`src/design/rhw_pkg.sv`:
```
// ----------------------------------------------------------------
// hour, weekday and date register constants
// ----------------------------------------------------------------
package rhw_pkg;
	// register addresses on the register port
	localparam logic [7:0] ADDR_HOURS = 8'h02;
	localparam logic [7:0] ADDR_DAY_OF_WEEK_VALUE = 8'h03;
	localparam logic [7:0] ADDR_DATE  = 8'h04;

	// field positions
	localparam int HR_FMT_BIT  = 6;   // 1 = 12-hour format
	localparam int HR_PM_BIT   = 5;   // half_day_indicator in 12-hour format
	localparam int WK_BAT_BIT  = 3;   // battery_input_enable

	// reset values and writable bits
	localparam logic [7:0] HOURS_RST     = 8'h00;
	localparam logic [3:0] DAY_OF_WEEK_VALUE_RST     = 4'h1;
	localparam logic [7:0] DATE_RST      = 8'h01;
	localparam logic [7:0] HOURS_WR_MASK = 8'h7F;
	localparam logic [7:0] DATE_WR_MASK  = 8'h3F;
	localparam logic [7:0] LOW6_MASK     = 8'h3F;
	localparam logic [7:0] LOW5_MASK     = 8'h1F;

	// bcd counting limits
	localparam logic [3:0] BCD_NINE   = 4'h9;
	localparam logic [7:0] H24_LAST   = 8'h23;
	localparam logic [7:0] H12_ELEVEN = 8'h11;
	localparam logic [7:0] H12_TWELVE = 8'h12;
	localparam logic [7:0] H12_ONE    = 8'h01;
	localparam logic [7:0] H24_ZERO   = 8'h00;
	localparam logic [2:0] DOW_FIRST  = 3'h1;
	localparam logic [2:0] DOW_LAST   = 3'h7;
	localparam logic [7:0] DATE_FIRST = 8'h01;
	localparam logic [7:0] DAYS_28    = 8'h28;
	localparam logic [7:0] DAYS_29    = 8'h29;
	localparam logic [7:0] DAYS_30    = 8'h30;
	localparam logic [7:0] DAYS_31    = 8'h31;
	localparam logic [4:0] MONTH_FEB  = 5'h02;
	localparam logic [4:0] MONTH_APR  = 5'h04;
	localparam logic [4:0] MONTH_JUN  = 5'h06;
	localparam logic [4:0] MONTH_SEP  = 5'h09;
	localparam logic [4:0] MONTH_NOV  = 5'h11;

	// oscillator detection
	localparam logic [5:0] OSC_RUN_EDGES = 6'h20;
	localparam int unsigned CLK_FREQ_MHZ = 250;
	localparam int unsigned OSF_TIME_US  = 1000;
	localparam int unsigned OSF_CYCLES   = OSF_TIME_US * CLK_FREQ_MHZ;
endpackage : rhw_pkg

```
`src/design/rhw_osc_if.sv`:
```
`timescale 1ns/100ps
// ----------------------------------------------------------------
// oscillator monitor carrier
// ----------------------------------------------------------------
interface rhw_osc_if;
	logic osc_level;    // synchronised oscillator level
	logic osc_enable;   // oscillator enable from outside
	logic running;      // oscillator detected running
	modport mon  (input osc_level, input osc_enable, output running);
	modport regs (output osc_level, output osc_enable, input running);
endinterface : rhw_osc_if

```
`src/design/rhw_osc_monitor.sv`:
```
`timescale 1ns/100ps
// ----------------------------------------------------------------
// oscillator running detector
// ----------------------------------------------------------------
module rhw_osc_monitor import rhw_pkg::*; #(
	parameter int unsigned OSF_CYCLES_P = OSF_CYCLES
) (
	input  wire logic clk,
	input  wire logic rst_n,
	rhw_osc_if.mon    osc
);
	localparam int IW = $clog2(OSF_CYCLES_P + 1);

	logic          level_d_reg;   // previous oscillator level
	logic [5:0]    edge_cnt_reg;  // rising edges seen so far
	logic [IW-1:0] idle_cnt_reg;  // cycles since last edge
	logic          running_reg;   // running status
	logic          rise;          // oscillator rising edge

	assign rise        = osc.osc_level & ~level_d_reg;
	assign osc.running = running_reg;

	// edge history
	always_ff @(posedge clk or negedge rst_n) begin
		if (!rst_n) begin
			level_d_reg <= 1'b0;
		end else begin
			level_d_reg <= osc.osc_level;
		end
	end

	// count edges to declare running, time out to declare stopped
	always_ff @(posedge clk or negedge rst_n) begin
		if (!rst_n) begin
			edge_cnt_reg <= '0;
			idle_cnt_reg <= '0;
			running_reg  <= 1'b0;
		end else if (!osc.osc_enable) begin
			// disabled oscillator reads as stopped at once
			edge_cnt_reg <= '0;
			idle_cnt_reg <= '0;
			running_reg  <= 1'b0;
		end else if (rise) begin
			idle_cnt_reg <= '0;
			if (edge_cnt_reg != OSC_RUN_EDGES) begin
				edge_cnt_reg <= edge_cnt_reg + 6'h01;
			end
			if (edge_cnt_reg == OSC_RUN_EDGES - 6'h01) begin
				running_reg <= 1'b1;
			end
		end else if (idle_cnt_reg == IW'(OSF_CYCLES_P - 1)) begin
			// no edge for the whole timeout: start counting afresh
			edge_cnt_reg <= '0;
			running_reg  <= 1'b0;
		end else begin
			idle_cnt_reg <= idle_cnt_reg + IW'(1);
		end
	end
endmodule : rhw_osc_monitor

```
`src/design/rhw_regs.sv`:
```
`timescale 1ns/100ps
// ----------------------------------------------------------------
// hours, weekday and date timekeeping registers
// ----------------------------------------------------------------

// Operation
// - hours 0x02, weekday 0x03, date 0x04
// - hours bit 6 selects 12 or 24
// - 12-hour bit 5 marks PM
// - 12-hour tens digit is bit 4
// - 24-hour tens digit bits 5:4, 0-2
// - hour ones digit bits 3:0, 0-9
// - unimplemented bits read as zero
// - oscillator status bit is read only
// - power loss sets sticky flag, logs stamp
// - clearing flag zeroes time-stamp registers
// - log new stamps only while flag clear
// - weekday write clears the flag unless a loss sets it in that cycle
// - weekday bit 3 enables battery input
// - day of week holds 1 to 7
// - date tens digit bits 5:4, 0-3
// - date ones digit bits 3:0, 0-9
// - midnight rollover carries into date, weekday
// - day of week wraps 7 to 1
// - date carries to month after maximum
// - status sets after 32 oscillator edges
module rhw_regs import rhw_pkg::*; #(
	parameter int unsigned OSF_CYCLES_P = OSF_CYCLES
) (
	input  wire logic       CLOCK,
	input  wire logic       RESETN,
	input  wire logic [7:0] REG_ADDR,
	input  wire logic       REG_WR,
	input  wire logic [7:0] REG_WDATA,
	input  wire logic       REG_RD,
	output logic      [7:0] REG_RDATA,
	input  wire logic       HOUR_CARRY,
	input  wire logic [4:0] MONTH_BCD,
	input  wire logic       LEAP_YEAR,
	output logic            MONTH_CARRY,
	input  wire logic       OSC_IN,
	input  wire logic       OSC_ENABLE,
	input  wire logic       POWER_LOST,
	output logic            TS_LOAD,
	output logic            TS_CLEAR,
	output logic            BATTERY_EN
);
	// ------------------------------------------------------------
	// helper functions
	// ------------------------------------------------------------

	// two-digit bcd increment, ones wrap from 9 to 0 into the tens
	function automatic logic [7:0] bcd_inc(input logic [7:0] v);
		logic [7:0] r;
		r = v;
		if (v[3:0] == BCD_NINE) begin
			r = {v[7:4] + 4'h1, 4'h0};
		end else begin
			r = {v[7:4], v[3:0] + 4'h1};
		end
		return r;
	endfunction : bcd_inc

	// last date of the month in bcd
	function automatic logic [7:0] max_day(input logic [4:0] m, input logic leap);
		logic [7:0] r;
		r = DAYS_31;
		if (m == MONTH_FEB) begin
			r = leap ? DAYS_29 : DAYS_28;
		end else if (m == MONTH_APR || m == MONTH_JUN || m == MONTH_SEP ||
		             m == MONTH_NOV) begin
			r = DAYS_30;
		end
		return r;
	endfunction : max_day

	// ------------------------------------------------------------
	// reset and input synchronisers
	// ------------------------------------------------------------
	logic       rst_meta_reg;    // reset release, first stage
	logic       rst_n;           // synchronised reset
	logic       osc_meta_reg;    // oscillator pin, first stage
	logic       osc_sync_reg;    // oscillator pin, second stage
	logic       pwr_meta_reg;    // power loss pin, first stage
	logic       pwr_sync_reg;    // power loss pin, second stage
	logic       pwr_d_reg;       // power loss history for edge
	logic       pwr_event;       // power loss rising edge

	// registers and status
	logic [7:0] hours_reg;       // format, half day, tens, ones
	logic [3:0] day_of_week_value_reg;       // battery enable and day of week
	logic [7:0] date_reg;        // date tens and ones
	logic       pwr_flag_reg;    // power_loss_flag
	logic       ts_load_reg;     // time-stamp load pulse
	logic       ts_clear_reg;    // time-stamp clear pulse
	logic       month_carry_reg; // carry into month pulse
	logic [7:0] rdata_reg;       // read data holding register

	// decode and next values
	logic       wr_hours;        // write to hours_value
	logic       wr_day_of_week_value;        // write to weekday_and_status
	logic       wr_date;         // write to date_value
	logic [7:0] hours_next;      // hour after a carry
	logic       day_tick;        // midnight rollover
	logic [7:0] date_next;       // date after a day tick
	logic       date_wrap;       // date passes its maximum
	logic [2:0] dow_next;        // day of week after a day tick
	logic       osc_running;     // monitor result

	rhw_osc_if osc_bus ();

	// release reset through two flops so every flop leaves reset together
	always_ff @(posedge CLOCK or negedge RESETN) begin
		if (!RESETN) begin
			rst_meta_reg <= 1'b0;
			rst_n        <= 1'b0;
		end else begin
			rst_meta_reg <= 1'b1;
			rst_n        <= rst_meta_reg;
		end
	end

	// oscillator and power loss pins get two flops before use; OSC_ENABLE goes to the monitor unsynchronised
	always_ff @(posedge CLOCK or negedge rst_n) begin
		if (!rst_n) begin
			osc_meta_reg <= 1'b0;
			osc_sync_reg <= 1'b0;
			pwr_meta_reg <= 1'b0;
			pwr_sync_reg <= 1'b0;
			pwr_d_reg    <= 1'b0;
		end else begin
			osc_meta_reg <= OSC_IN;
			osc_sync_reg <= osc_meta_reg;
			pwr_meta_reg <= POWER_LOST;
			pwr_sync_reg <= pwr_meta_reg;
			pwr_d_reg    <= pwr_sync_reg;
		end
	end

	assign pwr_event = pwr_sync_reg & ~pwr_d_reg;

	// ------------------------------------------------------------
	// oscillator monitor
	// ------------------------------------------------------------
	assign osc_bus.osc_level  = osc_sync_reg;
	assign osc_bus.osc_enable = OSC_ENABLE;
	assign osc_running        = osc_bus.running;

	rhw_osc_monitor #(
		.OSF_CYCLES_P (OSF_CYCLES_P)
	) u_osc_monitor (
		.clk   (CLOCK),
		.rst_n (rst_n),
		.osc   (osc_bus.mon)
	);

	// ------------------------------------------------------------
	// address decode
	// ------------------------------------------------------------
	assign wr_hours = REG_WR && (REG_ADDR == ADDR_HOURS);
	assign wr_day_of_week_value = REG_WR && (REG_ADDR == ADDR_DAY_OF_WEEK_VALUE);
	assign wr_date  = REG_WR && (REG_ADDR == ADDR_DATE);

	// ------------------------------------------------------------
	// hour counting
	// ------------------------------------------------------------

	// next hour on a carry from the minutes; both formats kept in bcd
	always_comb begin
		hours_next = hours_reg;
		day_tick   = 1'b0;
		if (hours_reg[HR_FMT_BIT]) begin
			// 12-hour: tens is bit 4 alone, bit 5 is the half day
			if ((hours_reg & LOW5_MASK) == H12_ELEVEN) begin
				hours_next = (hours_reg & ~LOW5_MASK) | H12_TWELVE;
				hours_next[HR_PM_BIT] = ~hours_reg[HR_PM_BIT];
				day_tick = hours_reg[HR_PM_BIT];
			end else if ((hours_reg & LOW5_MASK) == H12_TWELVE) begin
				hours_next = (hours_reg & ~LOW5_MASK) | H12_ONE;
			end else begin
				hours_next = (hours_reg & ~LOW5_MASK) |
				             (bcd_inc(hours_reg & LOW5_MASK) & LOW5_MASK);
			end
		end else begin
			// 24-hour: tens in bits 5:4 runs 0 to 2
			if ((hours_reg & LOW6_MASK) == H24_LAST) begin
				hours_next = (hours_reg & ~LOW6_MASK) | H24_ZERO;
				day_tick   = 1'b1;
			end else begin
				hours_next = (hours_reg & ~LOW6_MASK) |
				             (bcd_inc(hours_reg & LOW6_MASK) & LOW6_MASK);
			end
		end
	end

	// hours register: a write beats a carry in the same cycle
	always_ff @(posedge CLOCK or negedge rst_n) begin
		if (!rst_n) begin
			hours_reg <= HOURS_RST;
		end else if (wr_hours) begin
			hours_reg <= REG_WDATA & HOURS_WR_MASK;
		end else if (HOUR_CARRY) begin
			hours_reg <= hours_next;
		end
	end

	// ------------------------------------------------------------
	// day of week and date counting
	// ------------------------------------------------------------

	// day of week wraps on its own, date checks the month length
	always_comb begin
		dow_next  = day_of_week_value_reg[2:0] + DOW_FIRST;
		if (day_of_week_value_reg[2:0] == DOW_LAST) begin
			dow_next = DOW_FIRST;
		end
		date_wrap = (date_reg >= max_day(MONTH_BCD, LEAP_YEAR));
		date_next = date_wrap ? DATE_FIRST : bcd_inc(date_reg);
	end

	// weekday bits: battery enable is software owned, day of week is written by software and advanced by the day tick
	always_ff @(posedge CLOCK or negedge rst_n) begin
		if (!rst_n) begin
			day_of_week_value_reg <= DAY_OF_WEEK_VALUE_RST;
		end else if (wr_day_of_week_value) begin
			day_of_week_value_reg <= REG_WDATA[3:0];
		end else if (HOUR_CARRY && day_tick) begin
			day_of_week_value_reg[2:0] <= dow_next;
		end
	end

	// date register
	always_ff @(posedge CLOCK or negedge rst_n) begin
		if (!rst_n) begin
			date_reg <= DATE_RST;
		end else if (wr_date) begin
			date_reg <= REG_WDATA & DATE_WR_MASK;
		end else if (HOUR_CARRY && day_tick) begin
			date_reg <= date_next;
		end
	end

	// month carry pulse, one cycle, to the month counter outside
	always_ff @(posedge CLOCK or negedge rst_n) begin
		if (!rst_n) begin
			month_carry_reg <= 1'b0;
		end else begin
			month_carry_reg <= HOUR_CARRY && day_tick && date_wrap && !wr_date;
		end
	end

	// ------------------------------------------------------------
	// power loss flag and time-stamp control
	// ------------------------------------------------------------

	// a loss that lands on a weekday write sets the flag only if it was clear:
	// with the flag already set the write clears it and the new event is lost
	always_ff @(posedge CLOCK or negedge rst_n) begin
		if (!rst_n) begin
			pwr_flag_reg <= 1'b0;
			ts_load_reg  <= 1'b0;
			ts_clear_reg <= 1'b0;
		end else begin
			ts_load_reg  <= 1'b0;
			ts_clear_reg <= 1'b0;
			if (pwr_event && !pwr_flag_reg) begin
				pwr_flag_reg <= 1'b1;
				ts_load_reg  <= 1'b1;
			end else if (wr_day_of_week_value) begin
				// the written bit 4 is ignored, software can only clear
				pwr_flag_reg <= 1'b0;
				ts_clear_reg <= 1'b1;
			end
		end
	end

	// ------------------------------------------------------------
	// register read port
	// ------------------------------------------------------------

	// read data is held until the next read; unmapped reads give zero
	always_ff @(posedge CLOCK or negedge rst_n) begin
		if (!rst_n) begin
			rdata_reg <= 8'h00;
		end else if (REG_RD) begin
			case (REG_ADDR)
				ADDR_HOURS: begin
					rdata_reg <= hours_reg & HOURS_WR_MASK;
				end
				ADDR_DAY_OF_WEEK_VALUE: begin
					rdata_reg <= {2'b00, osc_running, pwr_flag_reg, day_of_week_value_reg};
				end
				ADDR_DATE: begin
					rdata_reg <= date_reg & DATE_WR_MASK;
				end
				default: begin
					rdata_reg <= 8'h00;
				end
			endcase
		end
	end

	// ------------------------------------------------------------
	// outputs
	// ------------------------------------------------------------
	assign REG_RDATA   = rdata_reg;
	assign MONTH_CARRY = month_carry_reg;
	assign TS_LOAD     = ts_load_reg;
	assign TS_CLEAR    = ts_clear_reg;
	assign BATTERY_EN  = day_of_week_value_reg[WK_BAT_BIT];
endmodule : rhw_regs

```
`config.mk`:
```
export PLATFORM = sky130hd
export DESIGN_NAME = rhw_regs
export DESIGN_NICKNAME = d
export VERILOG_FILES = /design/src/design/rhw_pkg.sv /design/src/design/rhw_osc_if.sv /design/src/design/rhw_osc_monitor.sv /design/src/design/rhw_regs.sv
export SDC_FILE = /design/constraint.sdc
export NUM_CORES = 1
export LEC_CHECK = 0
export ABC_AREA = 1
export BUFFER_PORTS_ARGS = -buffer_cell sky130_fd_sc_hd__buf_2
export CORE_MARGIN = 8
export CORE_UTILIZATION = 55
export DETAILED_ROUTE_END_ITERATION = 10
export PLACE_DENSITY_LB_ADDON = 0.05
export SYNTH_ARGS = -nofsm -noshare
export SYNTH_HDL_FRONTEND = slang
export SYNTH_SLANG_ARGS = --single-unit
export TNS_END_PERCENT = 1
```
`constraint.sdc`:
```
create_clock -name CLOCK -period 3.5 [get_ports CLOCK]
set_input_delay 0.7 -clock CLOCK [delete_from_list [all_inputs] [get_ports CLOCK]]
set_output_delay 0.7 -clock CLOCK [all_outputs]
set_load 0.02 [all_outputs]
```
== Yosys cells after proc, flatten, opt, wreduce, memory -nomap -nowiden ==
Index checks and enable logic that the tools add are counted.
Word-level totals
  register bits after elaboration: 65
  latch bits: 0
  bits in writable memories: 0
  memory bits (read-only): 0
  bits of input ports: 30
  output and inout port bits: 12
  word-level logic and storage cells: 129
  memories kept: 0
Cells by class
  add/subtract/negate cells: 8
  multiply operators: 0
  divide/modulo/power cells: 0
  $lt $le $gt $ge: 1
  equality and inequality tests: 25
  shift operators: 0
  mux-type cells: 43
  bitwise logic cells: 7
  reductions and logical operators: 22
Operators with widths (count)
  $mux 8: 10
  $mux 18: 3
  $mux 6: 7
  $mux 5: 5
  $pmux 7 s3: 1
  $add 18x1->18 const B: 1
  $eq 18x18->1 const B: 1
  $eq 8x2->1 const B: 2
  $eq 5x5->1 const B: 3
  $ne 3x3->1 const B: 5
  $mux 1: 14
  $add 4x1->4 const B: 3
  $eq 5x3->1 const B: 2
  $mux 3: 3
  $eq 4x4->1 const B: 2
  $eq 8x3->1 const B: 1
  $ge 8x8->1: 1
  $or 8x5->8: 1
  $or 8x6->8: 1
  $reduce_and 2->1: 4
  $reduce_bool 2->1: 4
  $logic_and 1x1->1: 7
  $add 6x1->6 const B: 1
  $eq 6x5->1 const B: 1
  17 further kinds: 23

== Depth between registers and ports, before layout ==
  word-level depth: 11
  mapped depth: 16
  gate-level depth less buffers: 16

== Modules after synthesis ==
Synthesis repeated with hierarchy kept, for this count alone.
Unflattened totals
  cells, all modules: 542
  area total of the unflattened synthesis: 3930.0 µm²
By module, submodules not included
  rhw_regs: times used 1, cells each 331, area an instance 2356.0 µm², sequential area each 928.4 µm²
  rhw_osc_monitor: times used 1, cells each 211, area an instance 1574.0 µm², sequential area each 650.6 µm²

== Least setup slack after synthesis ==
No wires, ideal clock.
  path kind: input to register
  from: input port MONTH_BCD[4]
  to: register date_reg[5]
  setup time: 116 ps
  arrival time: 2101 ps
  data required time: 3384 ps
  slack: 1283 ps
  stages: 16
  path buffers: 0
  cell sequence: nor2_1 -> nand2_1 -> nor2_1 -> inv_1 -> o22a_1 -> ha_1 -> nand2_1 -> nor2_1 -> nor2_1 -> nand2_1 -> nand2_2 -> nand3_2 -> nand2_2 -> inv_2 -> nand2_1 -> nand2_1
On the way
  longest elaborated chain between the ends: 10
  elaborated cells on any way between the ends: 16
  those cells by class: 1 x order compare; 5 x eq/ne; 5 x mux; 5 x reduce/logical
Ends and longest elaborated chain
  from (decl): RTL line rhw_regs.sv:38  | input wire logic [4:0] MONTH_BCD,
  $eq 5x3->1: RTL line rhw_regs.sv:70  | end else if (m == MONTH_APR || m == MONTH_JUN || m == MONTH_SEP ||
  $logic_or 1x1->1 (3 in series): RTL line rhw_regs.sv:70
  $mux 1: RTL line rhw_regs.sv:70
  $mux 5 (*): RTL line rhw_regs.sv:68  | if (m == MONTH_FEB) begin
  $ge 8x8->1 (*): RTL line rhw_regs.sv:217  | date_wrap = (date_reg >= max_day(MONTH_BCD, LEAP_YEAR));
  $mux 8: RTL line rhw_regs.sv:218  | date_next = date_wrap ? DATE_FIRST : bcd_inc(date_reg);
  $mux 8: RTL line rhw_regs.sv:238  | end else if (HOUR_CARRY && day_tick) begin
  $mux 8: RTL line rhw_regs.sv:236  | end else if (wr_date) begin
  to (signal assigned): RTL line rhw_regs.sv:237  | date_reg <= REG_WDATA & DATE_WR_MASK;
  to (signal assigned): RTL line rhw_regs.sv:239  | date_reg <= date_next;
  to (decl): RTL line rhw_regs.sv:92  | logic [7:0] date_reg;
Mark *: on every way between the ends. The rest lies on a longest branch, timed or not. The select of a mux whose other input is x is not followed.
A chain may end at the register's enable or synchronous reset.

== Final worst setup path ==
Same ends and word-level chain as after synthesis.

==> metrics.yaml <==
run_status:
  status: "complete, no violations"
die:
  die_w_um: 99.0
  io_pins: 42
  die_h_um: 99.0
  initial_utilization_pct: 56.4
  die_area_sq_um: 9800
  core_area_sq_um: 6720
  rows: 30
drt:
  routed-via-count: 3350
  vias_per_cell: 5.31
  drtAntennaViolNets: 0
  wl_per_cell_um: 13.8
  drt-total-wl_mm: 8.72
  drt-met1-wl_mm: 3.90
  wl_met2_mm: 4.24
  drtPass1Iterations: 4
  wl_met3_um: 372
  highest_layer: "met4"
  drc: 0
  drtIter0Drc: 132
sta:
  setup-tns-final_ns: 0
  finClkSkew_ns: 0.0126
  finalSetupViolCount: 0
  worst_slew_margin_rel_pct: 39.0
  min_period_ns: 2.21
  tightest_slew_ns: 0.915
  maxSlewViolCount: 0
  final_hold_viol_count: 0
  grt_setup_unrepaired: "no"
  final.period_utilization_pct: 63.1
  clock.fmax_ghz: 0.453
finish:
  antennaDiodeCount: 0
  fin_util_pct: 63.2
  largest_register_ffs: 18
  area_delta_synth_final_pct: 12.2
  final_nets: 588
  fillers: 618
  drive_above_1_share_pct: 21.2
flow_run:
  cap_violations: 0
grt:
  antenna_found_initial: 0
  grt_pass1_wl_mm: 14.9
  grt_overflow: 0
  grt_pass1_vias: 3294
  track_usage_pct: 18.7
  grt_max_degree: 41
clock_tree:
  cts-resized-gates: 0
  htree_num_levels: 3
  cts_tree: "yes"
  cts_hold_buffers: 0
  cts_setup_buffers: 0
  clock-sinks: 63
  numCtsBuffers: 9
  insertion_delay_ns: 0.35
  clockRootBuffer: "clkbuf_8"
  clock_path_buffers: 2
  clk_pin_slew_ns: 0.08
logic_synthesis:
  yosysWarningCount: 0
  ys_seq_area_share_pct: 41.7
  synth_nets: 542
  synth.distinct_cells: 46
  synth-edff-count: 0
  yosysTopAreaCell: "dfrtp_1"
  ys_async_sr_fraction_pct: 100
  synthTopCellsByCount: "nand2_1, dfrtp_1, nor2_1"
  synth_top_area_share_pct: 40.3
  syn_avg_cell_area_sq_um: 7.58
  netlist_area_sq_um: 3790
  synthTopCellsByArea: "dfrtp_1, nand2_1, nand3_1"
  ys_ff_latch: 63
  synth_flop_cell: "dfrtp_1"
  synthCells: 500
  synth_most_common_cell: "nand2_1"
worst_setup_path:
  critical_path_class: "in -> reg"
  worst_ep_required_time_ns: 3.73
  critPathCaptureType: "flip-flop"
  arrival_ns: 2.44
  reg2regPathDepth: 12
  crit_start: "MONTH_BCD[4]"
  critical_path.max_fanout: 9
  r2r_start: "date_reg[0]"
  start_kind: "primary input"
power:
  p_per_area_nw_per_um2: 464
  leakagePower_nw: 2.21
  ir_worst_vdd_v: 0.000353
min_path:
  min_path_type: "in -> async"
placement:
  hpwl_mm: 6.58
  gp_congestion: 0.915
  port-buffer-count: 39
==> cell type report <==
class	count	area, sq um	area share [%]
Inverter	64	255	6.01
Clock buffer	9	124	2.92
Sequential cell	63	1580	37.2
Clock inverter	7	72.6	1.71
Timing Repair Buffer	40	203	4.77
Multi-Input combinational cell	368	1910	45.1
Tap cell	80	100	2.36
==> cells in the final DEF, fill, tap and decap left out, drive strengths merged, types with 2 or more instances in the layout <==
master / n
a21oi: 12
a31o: 2
a31oi: 2
buf: 40
bufinv: 2
clkbuf: 9
clkinv: 4
clkinvlp: 2
conb: 2
dfrtp: 61
dfstp: 2
ha: 12
inv: 63
nand2: 157
nand3: 45
nand4: 13
nor2: 56
nor3: 15
nor4: 3
o211ai: 2
o21ai: 27
or2: 2
xnor2: 2
xor2: 8
==> cell families (layout without fill, tap and decap cells) <==
kind of cell | after synthesis | count (layout) | synth area share (%)
flip-flops | 63 | 63 | 41.7
buffers and inverters | 69 | 120 | 7.79
XOR/XNOR | 10 | 10 | 2.31
adder cells (fa/ha/maj) | 12 | 12 | 3.96
AO/OA/AOI/OAI | 51 | 51 | 8.39
other | 2 | 2 | 0.198
AND/OR/NAND/NOR | 293 | 293 | 35.7
==> worst max-delay path: stages <==
cell and delay (ns):
buf_2 0.10, nor2_1 0.13, nand2_1 0.08, nor2_1 0.13, inv_1 0.08, o22a_1 0.17
ha_1 0.27, nand2_1 0.07, nor2_1 0.04, nor2_1 0.07, nand2_1 0.07, nand2_2 0.16
nand3_2 0.09, nand2_2 0.13, inv_2 0.05, nand2_1 0.06, nand2_1 0.05
==> power by group <==
part	internal, mW	total [mW]	switching [mW]
Combinational	0.167	0.434	0.268
Sequential	0.808	0.899	0.0915
Clock	0.330	0.638	0.308
Total	1.30	1.97	0.668
==> final timing paths <==
kind | slack, ns | to
max | 1.29 | date_reg[5]
min | 0.12 | rst_meta_reg
max reg2reg | 1.63 | date_reg[5]
min reg2reg | 0.35 | osc_bus.osc_level
max in group asynchronous | 2.23 | u_osc_monitor.idle_cnt_reg[9]
min in group CLOCK | 0.35 | osc_bus.osc_level
==> metrics by stage <==
step                      hold WS, ns  worst slack [ns]  cells  power (mW)  area, sq um
after global placement          0.333             0.999    615        1.32         4050
after detailed placement        0.341             0.930    615        1.34         4050
final                           0.118              1.29    631        1.97         4250
after floorplan                 0.331              1.28    500        1.23         3790
after CTS                       0.105              1.28    631        1.98         4250
after global routing            0.100              1.07    631        2.08         4250
==> metal layers <==
layer,up-vias,track usage (%)
li1,1707,-
met1,1535,22.7
met2,87,31.5
met3,21,3.52
met4,0,7.79
met5,-,0
Power figures use the tool's default switching activity.
